[config.mk]
export PLATFORM = sky130hd
export DESIGN_NAME = scmc_top
export DESIGN_NICKNAME = d
export VERILOG_FILES = /design/src/design/scmc_pkg.sv /design/src/design/scmc_top.sv
export SDC_FILE = /design/constraint.sdc
export NUM_CORES = 1
export LEC_CHECK = 0
export BUFFER_PORTS_ARGS = -buffer_cell sky130_fd_sc_hd__buf_2
export CAP_MARGIN = 20
export CORE_ASPECT_RATIO = 0.7
export CORE_MARGIN = 2
export CORE_UTILIZATION = 45
export CTS_CLUSTER_DIAMETER = 120
export DETAILED_ROUTE_END_ITERATION = 16
export GPL_TIMING_DRIVEN = 1
export PLACE_DENSITY = 0.65
export SYNTH_ARGS = -nofsm -noshare
export SYNTH_HDL_FRONTEND = slang
export SYNTH_SLANG_ARGS = --single-unit
[constraint.sdc]
create_clock -name ref_clk -period 2.8 [get_ports ref_clk]
set_clock_uncertainty 0.2 [all_clocks]
set_input_delay 0.42 -clock ref_clk [delete_from_list [all_inputs] [get_ports ref_clk]]
set_output_delay 0.42 -clock ref_clk [all_outputs]
set_load 0.03 [all_outputs]
[src/design/scmc_pkg.sv]
package scmc_pkg;

  // ****************************************************************
  // Register map and field layout
  // ****************************************************************
  localparam logic [7:0] CMC_OFF = 8'h00;
  localparam logic [7:0] WDC_OFF = 8'h01;
  localparam logic [7:0] STAT_OFF = 8'h02;
  localparam logic [7:0] MASK_OFF = 8'h03;
  localparam int HSEL_BIT = 0;
  localparam int IDLE_BIT = 1;
  localparam int HRDY_BIT = 2;
  localparam int LRDY_BIT = 3;
  localparam int FAST_BIT = 4;
  localparam int DIV_LSB = 5;
  localparam int KEEP_BIT = 0;
  localparam logic [7:0] CMC_RESET = 8'h03;
  localparam logic WDC_KEEP_RESET = 1'h0;
  localparam logic [2:0] DIV_LOW_MAX = 3'h1;
  localparam logic [3:0] DIV_SHIFT_BASE = 4'h8;

  // ****************************************************************
  // Oscillator start-up counts, in oscillator cycles
  // ****************************************************************
  localparam logic [10:0] XTAL_CYCLES = 11'h400;
  localparam logic [10:0] HIGH_SPEED_INTERNAL_RC_CYCLES = 11'h010;
  localparam logic [10:0] LOW_SPEED_INTERNAL_RC_CYCLES = 11'h002;

  // ****************************************************************
  // Interrupt events
  // ****************************************************************
  localparam int EV_HRDY = 0;
  localparam int EV_LRDY = 1;
  localparam int EV_HALT = 2;
  localparam int EV_WAKE = 3;
  localparam int EV_W = 4;

  typedef enum logic [4:0] {
    ST_RUN = 5'h01,
    ST_IDLE_ON = 5'h02,
    ST_IDLE_OFF = 5'h04,
    ST_SLEEP = 5'h08,
    ST_WAKE = 5'h10
  } scmc_mode_type;

  typedef enum logic [2:0] {
    SRC_OFF = 3'h0,
    SRC_HIGH = 3'h1,
    SRC_DIV = 3'h2,
    SRC_LOW = 3'h3,
    SRC_SUB = 3'h4
  } scmc_src_type;

  typedef struct packed {
    logic [7:0] addr;
    logic [7:0] wdata;
    logic wr;
    logic rd;
  } scmc_bus_req_type;

  typedef struct packed {
    scmc_mode_type mode;
    logic [2:0] div_sel;
    logic fast_en;
    logic idle_on_halt;
    logic hsel;
    logic keep;
    logic fast_act;
    logic [10:0] hcnt;
    logic [10:0] lcnt;
    logic hready;
    logic lready;
    logic [EV_W-1:0] status;
    logic [EV_W-1:0] mask;
    logic [7:0] rdata;
  } scmc_state_type;

endpackage : scmc_pkg

[src/design/scmc_top.sv]
module scmc_top (
  input wire logic ref_clk,
  input wire logic rst,
  input wire scmc_pkg::scmc_bus_req_type reg_req,
  output logic [7:0] reg_rdata,
  input wire logic high_is_crystal,
  input wire logic low_is_crystal,
  input wire logic high_osc_tick,
  input wire logic low_osc_tick,
  input wire logic sub_keep_on,
  input wire logic halt_req,
  input wire logic wake_req,
  output logic cpu_run,
  output logic sysclk_run,
  output scmc_pkg::scmc_src_type sysclk_src,
  output logic [2:0] sysclk_div_shift,
  output logic high_osc_enable,
  output logic low_osc_enable,
  output logic irq
);

  // ****************************************************************
  // State and decoded levels
  // ****************************************************************
  scmc_pkg::scmc_state_type st;
  scmc_pkg::scmc_state_type next_st;
  logic deep;
  logic hlim_hit;
  logic llim_hit;
  logic want_high;
  logic [10:0] hlim;
  logic [10:0] llim;
  logic [scmc_pkg::EV_W-1:0] ev;
  logic [7:0] cmc_view;

  // Deep sleep drops the substitute clock unless something keeps it.
  assign deep = (st.mode == scmc_pkg::ST_SLEEP) && !sub_keep_on;
  assign want_high = st.hsel || (st.div_sel > scmc_pkg::DIV_LOW_MAX);
  assign hlim = high_is_crystal ? scmc_pkg::XTAL_CYCLES
                                : scmc_pkg::HIGH_SPEED_INTERNAL_RC_CYCLES;
  assign llim = low_is_crystal ? scmc_pkg::XTAL_CYCLES
                               : scmc_pkg::LOW_SPEED_INTERNAL_RC_CYCLES;
  assign hlim_hit = high_osc_tick && (st.hcnt + 11'h001 >= hlim);
  assign llim_hit = low_osc_tick && (st.lcnt + 11'h001 >= llim);

  // The high oscillator runs only while the high clock is wanted and
  // the mode is neither sleep nor idle with the clock stopped; the low one dies in deep sleep.
  assign high_osc_enable = want_high
    && (st.mode != scmc_pkg::ST_SLEEP)
    && (st.mode != scmc_pkg::ST_IDLE_OFF);
  assign low_osc_enable = !deep;

  // ****************************************************************
  // Clock steering
  // ****************************************************************
  // The substitute clock carries the core while the crystal settles.
  always_comb begin
    sysclk_div_shift = 3'h0;
    if ((st.mode == scmc_pkg::ST_SLEEP)
        || (st.mode == scmc_pkg::ST_IDLE_OFF)
        || (st.mode == scmc_pkg::ST_WAKE)) begin
      sysclk_src = scmc_pkg::SRC_OFF;
    end else if (st.fast_act) begin
      sysclk_src = scmc_pkg::SRC_SUB;
    end else if (st.hsel) begin
      sysclk_src = scmc_pkg::SRC_HIGH;
    end else if (st.div_sel <= scmc_pkg::DIV_LOW_MAX) begin
      sysclk_src = scmc_pkg::SRC_LOW;
    end else begin
      sysclk_src = scmc_pkg::SRC_DIV;
      sysclk_div_shift = 3'(scmc_pkg::DIV_SHIFT_BASE
                            - {1'b0, st.div_sel});
    end
  end

  assign sysclk_run = (sysclk_src != scmc_pkg::SRC_OFF);
  assign cpu_run = (st.mode == scmc_pkg::ST_RUN);
  assign irq = |(st.status & st.mask);
  assign reg_rdata = st.rdata;

  // Ready flags read live; the stored copies of those bits do not exist.
  assign cmc_view = {st.div_sel, st.fast_en, st.lready, st.hready,
                     st.idle_on_halt, st.hsel};

  // ****************************************************************
  // Next state
  // ****************************************************************
  always_comb begin
    next_st = st;
    ev = '0;
    next_st.rdata = 8'h00;

    // Oscillator counters restart whenever their oscillator is off.
    if (!high_osc_enable) begin
      next_st.hcnt = 11'h000;
      next_st.hready = 1'b0;
    end else if (!st.hready && high_osc_tick) begin
      next_st.hcnt = st.hcnt + 11'h001;
      if (hlim_hit) begin
        next_st.hready = 1'b1;
        ev[scmc_pkg::EV_HRDY] = 1'b1;
      end
    end
    if (!low_osc_enable) begin
      next_st.lcnt = 11'h000;
      next_st.lready = 1'b0;
    end else if (!st.lready && low_osc_tick) begin
      next_st.lcnt = st.lcnt + 11'h001;
      if (llim_hit) begin
        next_st.lready = 1'b1;
        ev[scmc_pkg::EV_LRDY] = 1'b1;
      end
    end
    if (next_st.hready || !want_high) begin
      next_st.fast_act = 1'b0;
    end

    // Power mode sequencing.
    unique case (st.mode)
      scmc_pkg::ST_RUN: begin
        if (halt_req) begin
          ev[scmc_pkg::EV_HALT] = 1'b1;
          if (!st.idle_on_halt) begin
            next_st.mode = scmc_pkg::ST_SLEEP;
          end else if (st.keep) begin
            next_st.mode = scmc_pkg::ST_IDLE_ON;
          end else begin
            next_st.mode = scmc_pkg::ST_IDLE_OFF;
          end
        end
      end
      scmc_pkg::ST_IDLE_ON: begin
        if (wake_req) begin
          next_st.mode = scmc_pkg::ST_RUN;
          ev[scmc_pkg::EV_WAKE] = 1'b1;
        end
      end
      scmc_pkg::ST_IDLE_OFF, scmc_pkg::ST_SLEEP: begin
        if (wake_req) begin
          next_st.mode = scmc_pkg::ST_WAKE;
          ev[scmc_pkg::EV_WAKE] = 1'b1;
          // Fast wake needs the substitute clock, so not from deep.
          next_st.fast_act = st.fast_en && high_is_crystal
                             && want_high && !deep;
        end
      end
      scmc_pkg::ST_WAKE: begin
        // Without fast wake the core waits for its own oscillator.
        if (st.fast_act
            || (want_high ? st.hready : st.lready)) begin
          next_st.mode = scmc_pkg::ST_RUN;
        end
      end
      default: begin
        next_st.mode = scmc_pkg::ST_WAKE;
      end
    endcase

    // Register writes.
    if (reg_req.wr) begin
      unique case (reg_req.addr)
        scmc_pkg::CMC_OFF: begin
          next_st.div_sel = reg_req.wdata[scmc_pkg::DIV_LSB +: 3];
          next_st.fast_en = reg_req.wdata[scmc_pkg::FAST_BIT];
          next_st.idle_on_halt = reg_req.wdata[scmc_pkg::IDLE_BIT];
          next_st.hsel = reg_req.wdata[scmc_pkg::HSEL_BIT];
        end
        scmc_pkg::WDC_OFF: begin
          next_st.keep = reg_req.wdata[scmc_pkg::KEEP_BIT];
        end
        scmc_pkg::MASK_OFF: begin
          next_st.mask = reg_req.wdata[scmc_pkg::EV_W-1:0];
        end
        default: begin
        end
      endcase
    end

    // Reads answer next cycle; reading status clears it, but a new
    // event in the same cycle survives the clear.
    if (reg_req.rd) begin
      unique case (reg_req.addr)
        scmc_pkg::CMC_OFF: next_st.rdata = cmc_view;
        scmc_pkg::WDC_OFF: next_st.rdata = {7'h00, st.keep};
        scmc_pkg::STAT_OFF: begin
          next_st.rdata = {4'h0, st.status};
          next_st.status = '0;
        end
        scmc_pkg::MASK_OFF: next_st.rdata = {4'h0, st.mask};
        default: next_st.rdata = 8'h00;
      endcase
    end
    next_st.status = next_st.status | ev;
  end

  // ****************************************************************
  // State register
  // ****************************************************************
  // Power-on starts in the wake wait, so code runs with high ready.
  always_ff @(posedge ref_clk or posedge rst) begin
    if (rst) begin
      st.mode <= scmc_pkg::ST_WAKE;
      st.div_sel <= scmc_pkg::CMC_RESET[scmc_pkg::DIV_LSB +: 3];
      st.fast_en <= scmc_pkg::CMC_RESET[scmc_pkg::FAST_BIT];
      st.idle_on_halt <= scmc_pkg::CMC_RESET[scmc_pkg::IDLE_BIT];
      st.hsel <= scmc_pkg::CMC_RESET[scmc_pkg::HSEL_BIT];
      st.keep <= scmc_pkg::WDC_KEEP_RESET;
      st.fast_act <= 1'b0;
      st.hcnt <= 11'h000;
      st.lcnt <= 11'h000;
      st.hready <= 1'b0;
      st.lready <= 1'b0;
      st.status <= '0;
      st.mask <= '0;
      st.rdata <= 8'h00;
    end else begin
      st <= next_st;
    end
  end
endmodule : scmc_top

=== Yosys cells after proc, flatten, opt, wreduce, memory -nomap -nowiden ===
Index checks and enable logic that the tools add are counted.
W data, S select, Z words.

* Reductions and logical operators: 32
* Shift-type cells: 0
* Equality and inequality tests: 15
* Divide/modulo/power cells: 0
* Order comparisons: 4
* Bitwise logic cells: 2
* Multiply operators: 0
* Multiplexer cells: 45
* $add $sub $neg: 3

{| class="wikitable"
|+ Operator list
! kind !! count
|-
| $mux W11 || 6
|-
| $pmux W8 S4 || 1
|-
| $add A11 B1 Y11 const B || 2
|-
| $ge A11 B11 Y1 || 2
|-
| $mux W1 || 21
|-
| $mux W3 || 7
|-
| $mux W5 || 4
|-
| $pmux W5 S4 || 1
|-
| $eq A8 B2 Y1 const B || 2
|-
| $mux W4 || 3
|-
| $logic_and A1 B1 Y1 || 10
|-
| $eq A8 B1 Y1 const B || 1
|-
| $logic_not A8 Y1 || 1
|-
| $mux W8 || 1
|-
| $reduce_and A2 Y1 || 4
|-
| $ne A2 B2 Y1 const B || 3
|-
| $eq A5 B1 Y1 const B || 1
|-
| $eq A5 B2 Y1 const B || 1
|-
| $eq A5 B3 Y1 const B || 1
|-
| $eq A5 B4 Y1 const B || 1
|-
| $eq A5 B5 Y1 const B || 1
|-
| $logic_not A1 Y1 || 5
|-
| $logic_or A1 B1 Y1 || 5
|-
| $ne A5 B3 Y1 const B || 1
|-
| other kinds (14) || 16
|}

* Memories: 0
* Memory bits (read-only): 0
* Bits in registers: 53
* Memory bits (writable): 0
* Latch bits: 0
* Bits of input ports: 27

=== Logic depth before layout (Yosys ltp) ===
* Depth in word-level cells: 10
* Mapped depth: 11

=== Worst setup path after synthesis ===
OpenSTA, ideal clock, no wires.

* Path kind: reg2out
* Start: reg st[52] in the netlist's numbering
* End: out sysclk_div_shift[1]
* Required time: 2180 ps
* Arrival: 2611 ps
* Setup slack: -431 ps
* Stages on the path, launching flop included: 6
* Cell sequence: dfstp_2 > buf_2 > xor2_1 > o211ai_1 > nand2b_1 > nor4b_1

* Word-level cells in the longest chain between the ends: 4
* Elaborated cells on any way between the ends: 6

{| class="wikitable"
|+ RTL lines
! element !! line !! source
|-
| start, declared || scmc_top.sv:25 || <nowiki>scmc_pkg::scmc_state_type st;</nowiki>
|-
| start signal, assigned || scmc_top.sv:217 || <nowiki>st <= next_st;</nowiki>
|-
| $eq A5 B4 Y1 or $eq A5 B3 Y1 (tied branches) || scmc_top.sv:59, scmc_top.sv:60 ||
|-
| $logic_or A1 B1 Y1 || scmc_top.sv:60 || <nowiki>|| (st.mode == scmc_pkg::ST_IDLE_OFF)</nowiki>
|-
| $logic_or A1 B1 Y1 * || scmc_top.sv:61 || <nowiki>|| (st.mode == scmc_pkg::ST_WAKE)) begin</nowiki>
|-
| $mux W3 * || scmc_top.sv:59 || <nowiki>if ((st.mode == scmc_pkg::ST_SLEEP)</nowiki>
|-
| end, declared || scmc_top.sv:16 || <nowiki>output logic [2:0] sysclk_div_shift,</nowiki>
|}

Every way passes the cells marked *; elsewhere a longest branch is shown, timed or not.

=== Final worst setup path ===
* Start: reg st[52] in the netlist's numbering
* End: out sysclk_div_shift[2]

Same word-level chain as after synthesis.

==> results.txt <==
- The flow ran to the end, but the final reports show violations.
- The checks that failed: negative hold slack.
* Worst-path maximum fanout: 9
* Clock latency reported for the late side of the worst-skew pair: 0.30 ns
* Min Clock Period, post-route: 2.60 ns
- Setup violations remaining at the end of the flow were counted as 0.
- STA classifies the critical path startpoint as a flop.
- Summed over all nets, the half-perimeter wirelength after detailed placement is 5200 µm.
- Final number of hold-violating endpoints: 25
- Arr. time, crit path: 1.98 ns
- Using the TritonRoute via totals, the vias-per-cell ratio works out to 5.41.
- Final layout net count: 404
- In this run the number of H-tree levels came out at 2.
* Setup repair after global routing missed its margin: false
- Port buffering added 45 buffers.
- Leakage Power: 0.00167 µW
- Yosys mapped the design onto 61 distinct sky130hd cell types.
* Post-synth top flop: sky130_fd_sc_hd__dfrtp_1
* Vertical extent of the die: 74.2 µm
- Sequential area share after synthesis: 42.0%
* Number of max-slew violations in the final report: 0
* Placed instance count: 454
- Final-layout worst hold slack: -0.0293 ns
* Clock root buffer: sky130_fd_sc_hd__clkbuf_8
* Type of the tightest min-delay check: input port to asynchronous set/reset pin
- Pin count of the biggest net entering global routing: 29
* Combined area of the multi-input logic cells: 1670 µm²
- The worst setup path is of the flop to primary output kind.
* Number of inserted diodes: 0
- For this design the top-level I/O count stands at 46.
- After synthesis the netlist holds a flip-flop and latch count of 53.
- Clock buffers created by TritonCTS: 5
* Clock tree buffer depth: 2
* Period Utilization, post-route: 92.9%
- Once placement finished, the instance area stood at 3440 µm².
- Total power for the finished layout comes to 2120 µW.
* Fmax: 384 MHz
- Wire length of the first global-routing pass: 11500 µm
- The die covers 7730 µm².
- For this design the ratio of total power to cell area is 601 nW/µm².
* Overall track demand over capacity in global routing: 18.5%
* Mapped Area: 3170 µm²
- Cells with a size suffix above 1 make up 19.8% of the layout.
* Drt total wl: 6730 µm
- Once the clock tree was built, the resizer swapped 0 gates to a different size.
- Post-Syn Area per Cell: 9.45 µm²
- When the netlist entered floorplanning its net count stood at 371.
- For the final routed database, the setup TNS stands at 0 ns.
- The die is 104 µm wide.
- After technology mapping, the gate count stands at 335.
* Peak supply drop: 246 µV
- At the worst endpoint, the required time is 2.18 ns.
- Area of the core: 6790 µm²
- The initial antenna violation count is 0.
- The finished cells cover 3530 µm².
- At the end of routability-driven placement, the weighted congestion stood at 0.871.
* Number of iterations in the first detailed-routing pass: 4
- Final instance count without filler cells: 463
- Routed wire length per instance: 14.5 µm
- In this run, synthesis inferred 0 flip-flops with an integrated enable.
- The layout has 630 filler cells.
* CTS tree: built
- DRC viols: 0
- At the pin with the least slew margin, the transition time is 0.600 ns.
- Synth Warn #: 0
* Row count: 25
* Post-synth ARST share: 100%
- STA classifies the critical path endpoint as a primary output.
- Area occupied by registers: 1330 µm²
- After clock tree synthesis, the clock-pin slew on the worst setup and hold paths is 0.09 ns.
- The tool flagged a number of max-cap violations equal to 0.
* Overall via count from detail_route: 2505
- Via count of the first global-routing pass: 2300
- The detailed router finished its first iteration with 245 violations.
- Area overhead of the layout relative to synthesis: 11.6%
- Clock sink count: 53
* Worst-case headroom to the max-slew limit: 59.9%
- Remaining number of nets flagged by the antenna check after routing: 0
- After global routing the overflow that remains totals 0.
- Starting density of the core: 46.7%
[metal layers]
metal  share of wire (%)  track usage (%)  vias to the layer above  wire length (µm)
met5                   0                0                        -                 0
met4                 1.1             4.95                        0                75
met3                 5.3             3.94                        9               359
met2                  41             26.4                       75              2740
met1                  53             28.4                     1184              3550
li1                    -                -                     1237                 -
[synth_stat cells (all sizes together) (7+ instances only)]
| library cell | instances | share of area (%) |
|---|---|---|
| and3 | 13 | 2.6 |
| nand3 | 16 | 2.5 |
| clkbuf | 9 | 1.1 |
| buf | 16 | 3.3 |
| nor3 | 10 | 1.7 |
| inv | 12 | 1.4 |
| dfrtp | 50 | 40 |
| o21ai | 9 | 1.4 |
| xor2 | 19 | 5.3 |
| xnor2 | 12 | 3.3 |
| nand2 | 20 | 2.4 |
| nand4 | 7 | 1.4 |
| ha | 9 | 3.6 |
| nor2 | 50 | 5.9 |
| mux2 | 13 | 4.6 |
[cells in the final DEF (no fill, tap or decap), types with 2 or more instances in the layout]
cell type,instances
sky130_fd_sc_hd__a21oi_1,5
sky130_fd_sc_hd__nor3_1,9
sky130_fd_sc_hd__a22oi_1,2
sky130_fd_sc_hd__xnor2_1,12
sky130_fd_sc_hd__o211ai_1,2
sky130_fd_sc_hd__a211o_1,2
sky130_fd_sc_hd__a211oi_1,2
sky130_fd_sc_hd__a222oi_1,3
sky130_fd_sc_hd__nand4_1,7
sky130_fd_sc_hd__nor2_1,50
sky130_fd_sc_hd__o21ai_1,2
sky130_fd_sc_hd__o22ai_1,3
sky130_fd_sc_hd__a31oi_1,2
sky130_fd_sc_hd__buf_2,45
sky130_fd_sc_hd__or3_1,4
sky130_fd_sc_hd__and3_1,13
sky130_fd_sc_hd__and2_1,4
sky130_fd_sc_hd__inv_1,11
sky130_fd_sc_hd__nand2b_1,2
sky130_fd_sc_hd__nand4b_1,2
sky130_fd_sc_hd__nand3b_1,3
sky130_fd_sc_hd__xor2_1,19
sky130_fd_sc_hd__dfrtp_1,50
sky130_fd_sc_hd__ha_1,9
sky130_fd_sc_hd__dfstp_2,3
sky130_fd_sc_hd__nor4_2,3
sky130_fd_sc_hd__buf_4,5
sky130_fd_sc_hd__clkbuf_8,5
sky130_fd_sc_hd__nor2b_1,2
sky130_fd_sc_hd__mux2i_1,3
sky130_fd_sc_hd__clkinvlp_4,2
sky130_fd_sc_hd__mux2_1,13
sky130_fd_sc_hd__nand3_1,16
sky130_fd_sc_hd__o21ai_0,7
sky130_fd_sc_hd__nand2_1,20
[worst max-delay path, stage by stage (launching register included)]
cell	delay, ns
sky130_fd_sc_hd__dfstp_2	0.64
sky130_fd_sc_hd__xor2_1	0.09
sky130_fd_sc_hd__o211ai_1	0.18
sky130_fd_sc_hd__buf_4	0.16
sky130_fd_sc_hd__nand2b_1	0.15
sky130_fd_sc_hd__nor4_2	0.24
sky130_fd_sc_hd__buf_2	0.23
[stage by stage]
step                      utilization [%]  setup slack (ns)
after detailed placement             50.7             0.315
after CTS                            51.9            0.0921
final                                52.1             0.199
after global placement               50.7             0.421
after floorplan                         -           -0.0695
after global routing                 52.1            0.0853
[where the power goes]
group | switching, µW | leakage, µW | internal [µW]
combinational | 426 | 0.000934 | 271
sequential | 145 | 0.000703 | 860
clock | 244 | 0.0000374 | 177
[worst paths after layout]
path,from,end,slack [ns],depth (start not counted)
hold / removal,rst,reg_rdata[5]$_DFF_PP0_,-0.03,2
min in group ref_clk,reg_req[7],cmc_view[5]$_DFFE_PP0P_,0.12,2
hold reg to reg,st[8]$_DFFE_PP0P_,st[8]$_DFFE_PP0P_,0.32,1
setup reg to reg,st[29]$_DFFE_PP0P_,st[40]$_DFF_PP0_,0.30,9
setup / recovery,st[52]$_DFFE_PP1P_,sysclk_div_shift[2],0.20,6
max in group asynchronous,rst,st[52]$_DFFE_PP1P_,1.79,3
[state kept, by name, indices dropped and copies added, names as in the netlist]
name / flops
st: 37
cmc_view: 8
reg_rdata: 8
[area by class of cell]
| type | count | area share, % |
|---|---|---|
| sequential | 53 | 37.6 |
| inverter | 12 | 1.27 |
| clock inverter | 2 | 0.425 |
| timing repair buffer | 51 | 8.00 |
| multi-input combinational | 245 | 47.3 |
| clock buffer | 6 | 2.05 |
| tap | 94 | 3.33 |
[logic make-up after synthesis]
logic type	Yosys count	share of synthesized area, %
buffers and inverters	37	5.85
AND/OR/NAND/NOR	142	22.6
adder cells (fa/ha/maj)	9	3.56
multiplexers	17	6.28
flip-flops	53	42.0
XOR/XNOR	31	8.57
AO/OA/AOI/OAI	46	11.1
[what timing repair did]
action,CTS,global route
buffers inserted,0,1
endpoints found under the setup margin,0,2
hold buffers,0,0
Power figures use the tool's default switching activity.
